[src/hw/iod_pkg.sv]
// Package with constants and register layout for the oscillator divider.
package iod_pkg;
    // Nominal internal oscillator rate in kHz.
    localparam int OSC_KHZ = 12000;
    // Host clock rate in kHz.
    localparam int CLK_KHZ = 100000;
    // Configuration clock choices in kHz.
    localparam int CONFIG_SERIAL_CLOCK_1_KHZ = 1000;
    localparam int CONFIG_SERIAL_CLOCK_6_KHZ = 6000;
    localparam int CONFIG_SERIAL_CLOCK_12_KHZ = 12000;
    // Register byte offsets.
    localparam logic [7:0] REG_CTRL = 8'h00;
    localparam logic [7:0] REG_STATUS = 8'h04;
    localparam logic [7:0] REG_COUNT = 8'h08;
    // Control field positions.
    localparam int CTRL_SRC_BIT = 0;
    localparam int CTRL_CSEL_LO = 1;
    localparam int CTRL_CSEL_HI = 2;
    localparam logic [31:0] CTRL_RESET = 32'h0000_0000;
    // Configuration clock select codes.
    localparam logic [1:0] CSEL_1MHZ = 2'h0;
    localparam logic [1:0] CSEL_6MHZ = 2'h1;
    localparam logic [1:0] CSEL_12MHZ = 2'h2;
    // Counter width gives a tap for the largest divide ratio of 65536.
    localparam int CNT_W = 17;
    // Output bundle of the divider.
    typedef struct packed {
        logic primary;
        logic secondary;
        logic config_serial_clock;
    } iod_clk_s;
endpackage : iod_pkg

[src/hw/iod_top.sv]
// Internal oscillator, configuration clock and fixed ratio divider.
//
// The Wishbone register port and the placing of the registers are this design's own decisions.
`timescale 1ns/100ps
////////////////////////////////////////////////////////////////////////////
module iod_top #(
    parameter int DIV1_RATIO = 4,
    parameter int DIV2_RATIO = 2
) (
    input wire logic clk_i,
    input wire logic rst_i,
    input wire logic user_clk_en_i,
    input wire logic [31:0] wb_adr_i,
    input wire logic [31:0] wb_dat_i,
    input wire logic [3:0] wb_sel_i,
    input wire logic wb_we_i,
    input wire logic wb_cyc_i,
    input wire logic wb_stb_i,
    output logic [31:0] wb_dat_o,
    output logic wb_ack_o,
    output logic primary_divided_output_o,
    output logic secondary_divided_output_o,
    output logic config_serial_clock_o
);
    // Log2 of a power of two ratio.
    function automatic int lg2(int r);
        lg2 = 0;
        while ((1 << lg2) < r) lg2 = lg2 + 1;
    endfunction : lg2

    // Design time checks keep the ratios to the legal sets.  The secondary
    // set is not a plain geometric series (it jumps by eight after 128),
    // so the legal values are listed rather than generated.
    initial begin
        if (!(DIV1_RATIO inside {4, 16, 64, 256})) begin
            $error("primary ratio must be 4, 16, 64 or 256");
        end
        if (!(DIV2_RATIO inside {2, 8, 32, 128, 1024, 4096, 16384,
                                 65536})) begin
            $error("secondary ratio is not a legal value");
        end
        if (lg2(DIV2_RATIO) >= iod_pkg::CNT_W) begin
            $error("divider counter too narrow for the ratio");
        end
    end

    // A counter bit k toggles every 2**k source ticks, and a tick is half
    // a source period, so bit log2(ratio) has a period of ratio source
    // periods.
    localparam int TAP1 = lg2(DIV1_RATIO);
    localparam int TAP2 = lg2(DIV2_RATIO);
    // Phase accumulator step for the 12 MHz oscillator from 100 MHz.
    localparam logic [16:0] OSC_STEP =
        17'((iod_pkg::OSC_KHZ * 2 * 65536) / iod_pkg::CLK_KHZ);
    // Config clock half periods counted in oscillator ticks.  A tick is a
    // half period of the oscillator, so the count is OSC over CONFIG_SERIAL_CLOCK.
    localparam logic [4:0] HALF_1 =
        5'(iod_pkg::OSC_KHZ / iod_pkg::CONFIG_SERIAL_CLOCK_1_KHZ);
    localparam logic [4:0] HALF_6 =
        5'(iod_pkg::OSC_KHZ / iod_pkg::CONFIG_SERIAL_CLOCK_6_KHZ);
    localparam logic [4:0] HALF_12 =
        5'(iod_pkg::OSC_KHZ / iod_pkg::CONFIG_SERIAL_CLOCK_12_KHZ);

    ////////////////////////////////////////////////////////////////////////
    // Register file.
    logic [31:0] ctrl_q;
    logic [iod_pkg::CNT_W-1:0] cnt_q;
    logic acc_q;
    logic wb_hit;
    assign wb_hit = wb_cyc_i && wb_stb_i && !wb_ack_o;

    // Control write; source and config clock select live here.
    always_ff @(posedge clk_i) begin
        if (rst_i) begin
            ctrl_q <= iod_pkg::CTRL_RESET;
        end else if (wb_hit && wb_we_i && wb_sel_i[0] &&
                     wb_adr_i[7:0] == iod_pkg::REG_CTRL) begin
            ctrl_q <= {29'h0, wb_dat_i[2:0]};
        end
    end

    // One cycle acknowledge, reads decoded at the same edge.
    always_ff @(posedge clk_i) begin
        if (rst_i) begin
            wb_ack_o <= 1'b0;
            wb_dat_o <= 32'h0;
        end else begin
            wb_ack_o <= wb_hit;
            wb_dat_o <= 32'h0;
            if (wb_hit && !wb_we_i) begin
                unique case (wb_adr_i[7:0])
                    iod_pkg::REG_CTRL: wb_dat_o <= ctrl_q;
                    iod_pkg::REG_STATUS: wb_dat_o <= {29'h0,
                        config_serial_clock_o, secondary_divided_output_o,
                        primary_divided_output_o};
                    iod_pkg::REG_COUNT: wb_dat_o <= 32'(cnt_q);
                    default: wb_dat_o <= 32'h0;
                endcase
            end
        end
    end

    ////////////////////////////////////////////////////////////////////////
    // Internal oscillator as a phase accumulator giving edge enables.
    logic [15:0] phase_q;
    logic osc_tick_q;
    logic [16:0] phase_sum;
    assign phase_sum = {1'b0, phase_q} + OSC_STEP;
    always_ff @(posedge clk_i) begin
        if (rst_i) begin
            phase_q <= 16'h0;
            osc_tick_q <= 1'b0;
        end else begin
            phase_q <= phase_sum[15:0];
            osc_tick_q <= phase_sum[16];
        end
    end

    // Source choice: bit set selects the user clock enable.
    logic src_tick;
    assign src_tick = ctrl_q[iod_pkg::CTRL_SRC_BIT] ? user_clk_en_i
                                                    : osc_tick_q;

    // Free-running counter; each edge tick advances it by one half cycle.
    always_ff @(posedge clk_i) begin
        if (rst_i) begin
            cnt_q <= '0;
            acc_q <= 1'b0;
        end else if (src_tick) begin
            cnt_q <= cnt_q + 1'b1;
            acc_q <= ~acc_q;
        end
    end

    // Outputs tap fixed counter bits, so ratios cannot change at run time.
    always_ff @(posedge clk_i) begin
        if (rst_i) begin
            primary_divided_output_o <= 1'b0;
            secondary_divided_output_o <= 1'b0;
        end else begin
            primary_divided_output_o <= cnt_q[TAP1];
            secondary_divided_output_o <= cnt_q[TAP2];
        end
    end

    ////////////////////////////////////////////////////////////////////////
    // Config clock from oscillator ticks, which are half periods of 12 MHz.
    logic [4:0] cc_cnt_q;
    logic [4:0] cc_half;
    always_comb begin
        unique case (ctrl_q[iod_pkg::CTRL_CSEL_HI:iod_pkg::CTRL_CSEL_LO])
            iod_pkg::CSEL_6MHZ: cc_half = HALF_6 - 5'h1;
            iod_pkg::CSEL_12MHZ: cc_half = HALF_12 - 5'h1;
            default: cc_half = HALF_1 - 5'h1;
        endcase
    end
    always_ff @(posedge clk_i) begin
        if (rst_i) begin
            cc_cnt_q <= 5'h0;
            config_serial_clock_o <= 1'b0;
        end else if (osc_tick_q) begin
            if (cc_cnt_q >= cc_half) begin
                cc_cnt_q <= 5'h0;
                config_serial_clock_o <= ~config_serial_clock_o;
            end else begin
                cc_cnt_q <= cc_cnt_q + 5'h1;
            end
        end
    end

    ////////////////////////////////////////////////////////////////////////
    // Checks.
    a_counter_steps: assert property (@(posedge clk_i) disable iff (rst_i)
        src_tick |=> cnt_q == $past(cnt_q) + 1'b1)
        else $error("counter missed a source tick");
    a_counter_holds: assert property (@(posedge clk_i) disable iff (rst_i)
        !src_tick |=> $stable(cnt_q))
        else $error("counter moved without a tick");
    a_primary_tap: assert property (@(posedge clk_i) disable iff (rst_i)
        primary_divided_output_o == $past(cnt_q[TAP1]))
        else $error("primary output off its tap");
    a_secondary_tap: assert property (@(posedge clk_i) disable iff (rst_i)
        secondary_divided_output_o == $past(cnt_q[TAP2]))
        else $error("secondary output off its tap");
    a_osc_gap: assert property (@(posedge clk_i) disable iff (rst_i)
        osc_tick_q |=> !osc_tick_q [*3])
        else $error("oscillator ticks too close");
    a_osc_live: assert property (@(posedge clk_i) disable iff (rst_i)
        osc_tick_q |-> ##[1:6] osc_tick_q)
        else $error("oscillator stalled");
    a_config_serial_clock_default: assert property (@(posedge clk_i)
        rst_i |=> ctrl_q[iod_pkg::CTRL_CSEL_HI:iod_pkg::CTRL_CSEL_LO] ==
            iod_pkg::CSEL_1MHZ)
        else $error("config clock not 1 MHz after reset");
    a_config_serial_clock_quiet: assert property (@(posedge clk_i) disable iff (rst_i)
        !osc_tick_q |=> $stable(config_serial_clock_o))
        else $error("config clock moved off a tick");
    a_wb_ack_one: assert property (@(posedge clk_i) disable iff (rst_i)
        wb_ack_o |=> !wb_ack_o)
        else $error("ack longer than one cycle");

    ////////////////////////////////////////////////////////////////////////
    // Bus checks.  A request taken at one edge is answered at the next,
    // and nothing else may raise ack; a stray ack would end a master's
    // cycle early and hand it stale data.
    a_wb_ack_follows: assert property (@(posedge clk_i)
        disable iff (rst_i)
        wb_hit |=> wb_ack_o)
        else $error("request not acknowledged");

    // Ack only ever answers a request that was taken.
    a_wb_no_stray: assert property (@(posedge clk_i)
        disable iff (rst_i)
        !wb_hit |=> !wb_ack_o)
        else $error("ack without a request");

    // Read data is zero outside the ack cycle, so a late sample is seen.
    a_wb_data_idle: assert property (@(posedge clk_i)
        disable iff (rst_i)
        !wb_ack_o |-> wb_dat_o == 32'h0)
        else $error("read data outside ack");

    // A write to REG_CTRL with the low lane enabled lands in the control register.
    a_ctrl_write: assert property (@(posedge clk_i)
        disable iff (rst_i)
        wb_hit && wb_we_i && wb_sel_i[0] &&
        wb_adr_i[7:0] == iod_pkg::REG_CTRL
        |=> ctrl_q[2:0] == $past(wb_dat_i[2:0]))
        else $error("control write lost");

    // Without the low lane the control register must not move.
    a_ctrl_no_sel: assert property (@(posedge clk_i)
        disable iff (rst_i)
        wb_hit && wb_we_i && !wb_sel_i[0] |=> $stable(ctrl_q))
        else $error("control changed without lane");

    // Only the three defined control bits can ever be set.
    a_ctrl_upper: assert property (@(posedge clk_i)
        disable iff (rst_i)
        ctrl_q[31:3] == 29'h0)
        else $error("undefined control bits set");

    // Status reads return the output levels of the request edge.
    a_status_read: assert property (@(posedge clk_i)
        disable iff (rst_i)
        wb_hit && !wb_we_i && wb_adr_i[7:0] == iod_pkg::REG_STATUS
        |=> wb_dat_o[2:0] == $past({config_serial_clock_o,
            secondary_divided_output_o, primary_divided_output_o}))
        else $error("status read wrong");

    // Count reads return the counter of the request edge.
    a_count_read: assert property (@(posedge clk_i)
        disable iff (rst_i)
        wb_hit && !wb_we_i && wb_adr_i[7:0] == iod_pkg::REG_COUNT
        |=> wb_dat_o == 32'($past(cnt_q)))
        else $error("count read wrong");

    ////////////////////////////////////////////////////////////////////////
    // Divider checks.  The toggle flop tracks the source clock itself and
    // must agree with the counter's lowest bit, which catches a counter
    // that skips or doubles a tick.
    a_acc_parity: assert property (@(posedge clk_i)
        disable iff (rst_i)
        acc_q == cnt_q[0])
        else $error("counter parity lost");

    // After a reset every output sits low for the next cycle.
    a_reset_quiet: assert property (@(posedge clk_i)
        rst_i |=> !primary_divided_output_o &&
            !secondary_divided_output_o && !config_serial_clock_o)
        else $error("output high after reset");

    ////////////////////////////////////////////////////////////////////////
    // Config clock checks.  A tick that ends a half period must toggle
    // the clock; a shortened half period would push the rate over the
    // selected value.
    a_config_serial_clock_toggle: assert property (@(posedge clk_i)
        disable iff (rst_i)
        osc_tick_q && cc_cnt_q >= cc_half
        |=> config_serial_clock_o != $past(config_serial_clock_o))
        else $error("config clock missed a toggle");

    // The half period count never reaches the slowest half period.
    a_cc_bound: assert property (@(posedge clk_i)
        disable iff (rst_i)
        cc_cnt_q < HALF_1)
        else $error("config clock count out of range");
endmodule : iod_top
[config.mk]
export PLATFORM = sky130hd
export DESIGN_NAME = iod_top
export DESIGN_NICKNAME = d
export VERILOG_FILES = /design/src/hw/iod_pkg.sv /design/src/hw/iod_top.sv
export SDC_FILE = /design/constraint.sdc
export NUM_CORES = 1
export LEC_CHECK = 0
export BUFFER_PORTS_ARGS = -buffer_cell sky130_fd_sc_hd__buf_2
export CORE_ASPECT_RATIO = 1.25
export CORE_MARGIN = 3
export CORE_UTILIZATION = 40
export DETAILED_ROUTE_END_ITERATION = 8
export PLACE_DENSITY = 0.69
export SLEW_MARGIN = 30
export SYNTH_ARGS = -nofsm -noshare
export SYNTH_HDL_FRONTEND = slang
export SYNTH_SLANG_ARGS = --single-unit
[constraint.sdc]
create_clock -name clk_i -period 4.2 [get_ports clk_i]
set_clock_uncertainty 0.1 [all_clocks]
set_input_delay 0.42 -clock clk_i [delete_from_list [all_inputs] [get_ports clk_i]]
set_output_delay 0.42 -clock clk_i [all_outputs]
set_load 0.01 [all_outputs]
==> results.json <==
{
  "status": "complete, no violations",
  "via_count": 1983,
  "slew_headroom": 0.4292,
  "ys_async_sr_fraction": 0,
  "hold_path_class": "in -> reg",
  "yosysUniqueCellTypes": 49,
  "area_growth_pct": 14.87,
  "worstPathMaxFanout": 12,
  "multi_input_area_um2": 1235,
  "maxSlewViolCount": 0,
  "nets": 396,
  "grt_util_all_layers": 0.1385,
  "ios": 110,
  "postSynthAreaPerCell_um2": 9.296,
  "cp-end-kind": "flip-flop",
  "ctsResizeCount": 0,
  "yosysWarnings": 0,
  "grt_max_degree": 46,
  "worst_setup_path_start_kind": "flip-flop",
  "power_density_nw_per_um2": 424.9,
  "final_util": 0.4766,
  "yosysMostFrequentCell": "dfxtp_1",
  "synth_commonest_cells": "dfxtp_1 (59), nor2_1 (21), a21oi_1 (18)",
  "path_clk_slew_ns": 0.06,
  "syn_area_um2": 2575,
  "seq_area_um2": 1181,
  "cts_hold_buf": 0,
  "fp.dieH_um": 95.71,
  "drtIter0Drc": 71,
  "tns_ns": 0,
  "synth_top_area_share": 0.4587,
  "numCtsBuffers": 9,
  "synth.area.top_cells": "dfxtp_1 (46%), buf_4 (4.4%), and2_1 (3.9%)",
  "min_period_ns": 2.400,
  "grt_overflow_total": 0,
  "grt_pass1_wl_um": 8045,
  "finalCritPeriodShare": 0.5715,
  "rows": 32,
  "hp-start": "wb_dat_i[0]",
  "drt-pass1-iter-count": 4,
  "peakVddDrop_mv": 0.2007,
  "p_leak_nw": 1.235,
  "finalHoldViolations": 0,
  "worst_pin_slew_ns": 0.8324,
  "yosysSeqAreaShare": 0.4587,
  "drtAntennaViolNets": 0,
  "insertion_delay_ns": 0.34,
  "max_freq_ghz": 0.4166,
  "place.gp.congestion": 0.7854,
  "route.detailed.drc": 0,
  "yosys.area.top_type": "dfxtp_1",
  "die_width_um": 77.77,
  "portBuffers": 38,
  "rsz0062_at_grt": "false",
  "cts_max_path_buffers": 2,
  "yosys_register_bits": 59,
  "synth-edff-count": 0,
  "hpwl_um": 3333,
  "cp.required_ns": 4.36,
  "ys.flop_type": "dfxtp_1",
  "wl_per_cell_um": 11.64,
  "post-cts-setup-buffer-count": 0,
  "drive_gt1_frac": 0.1887,
  "placeableCoreArea_um2": 6206,
  "grt_pass1_vias": 1902,
  "initial_core_util": 0.4149,
  "cts.sinks": 59,
  "cts_tree": "done",
  "drv_cap": 0,
  "finalSetupViolations": 0,
  "critPathKind": "reg -> reg",
  "antenna_found_initial": 0,
  "antenna_cells": 0,
  "n_fill_cell": 616,
  "synthCells": 277,
  "rr_startpoint": "osc_tick_q",
  "viasPerCell": 4.921,
  "wirelength_um": 4689,
  "dieArea_um2": 7443,
  "crit_path_start": "osc_tick_q",
  "cts_root_buffer": "clkbuf_8",
  "htree_levels": 3,
  "worstPathArrival_ns": 2.56
}
[routing by layer]
metal  vias up  track usage  wire length, um
met2        29       0.2379             2396
met1       933       0.1499             1987
met3         9      0.03933              188
met5         -            0                0
met4         0      0.08902              116
li1       1012            -                -
[layout by cell type, fill, tap and decap left out, drive strengths merged, types with 4 or more instances in the layout]
cell / count
nand2b: 7
o21ai: 15
mux2i: 9
dfxtp: 59
nor3: 5
nor2: 21
nor2b: 6
clkbuf: 12
conb: 15
nand3: 5
a21oi: 18
inv: 10
and2: 16
xnor2: 6
nand4: 7
buf: 39
ha: 7
or3: 9
nand2: 8
nor4: 4
[worst paths after layout]
path                      end  slack, ns  cells past startpoint
hold / removal      ctrl_q[0]       0.22                      3
setup / recovery    cnt_q[16]       1.80                      4
setup reg to reg    cnt_q[16]       1.80                      4
hold reg to reg   phase_q[13]       0.36                      2
[logic make-up (layout without fill, tap and decap cells)]
| group | Yosys count | after routing | synth area share |
|---|---|---|---|
| xor gates and xnor gates | 9 | 9 | 0.03061 |
| and+or+nand+nor | 104 | 104 | 0.2337 |
| AOI/OAI and AO/OA | 50 | 50 | 0.1156 |
| adders and majority gates | 7 | 7 | 0.03401 |
| buffers and inverters | 36 | 63 | 0.08212 |
| DFF | 59 | 59 | 0.4587 |
| muxes | 11 | 11 | 0.04373 |
| other | 1 | 15 | 0.001456 |
[metrics by stage]
step           instances  cell area [um2]  hold WS (ns)  total power, mW  setup WS, ns
4_1_cts              403             2958        0.2102            1.271         1.780
3_5_place_dp         389             2758        0.3573           0.7465         1.794
5_1_grt              403             2958        0.2240            1.321         1.637
6_report             403             2958        0.2204            1.257         1.800
2_1_floorplan        291             2628        0.3361           0.7301         2.233
3_3_place_gp         389             2758        0.3420           0.7403         1.857
[critical path, cell delays in order, from the launching register on]
cell     delay, ns
dfxtp_1       0.53
mux2i_1       0.36
or4b_1        0.76
or4_1         0.44
a21oi_1       0.14
[power breakdown]
group,internal [mW],switching [mW],total [mW]
Clock,0.315,0.207,0.522
Sequential,0.591,0.0317,0.622
Combinational,0.0551,0.0574,0.112
Total,0.960,0.297,1.26
[sequential cells by signal (all words and copies together), names as in the netlist, 3 cells and up]
register / cells
cc_cnt_q: 5
cnt_q: 17
ctrl_q: 3
phase_q: 12
wb_dat_o: 17
[area by class of cell]
| type | instances | share of cell area |
|---|---|---|
| clock buffers | 12 | 0.05584 |
| flip-flops and latches | 59 | 0.3993 |
| multi-input cells | 196 | 0.4175 |
| well taps | 85 | 0.03596 |
| repair buffers | 39 | 0.06684 |
| clock inverters | 2 | 0.01184 |
| inverters | 10 | 0.01269 |
No activity file was read; power rests on OpenSTA's default activity.
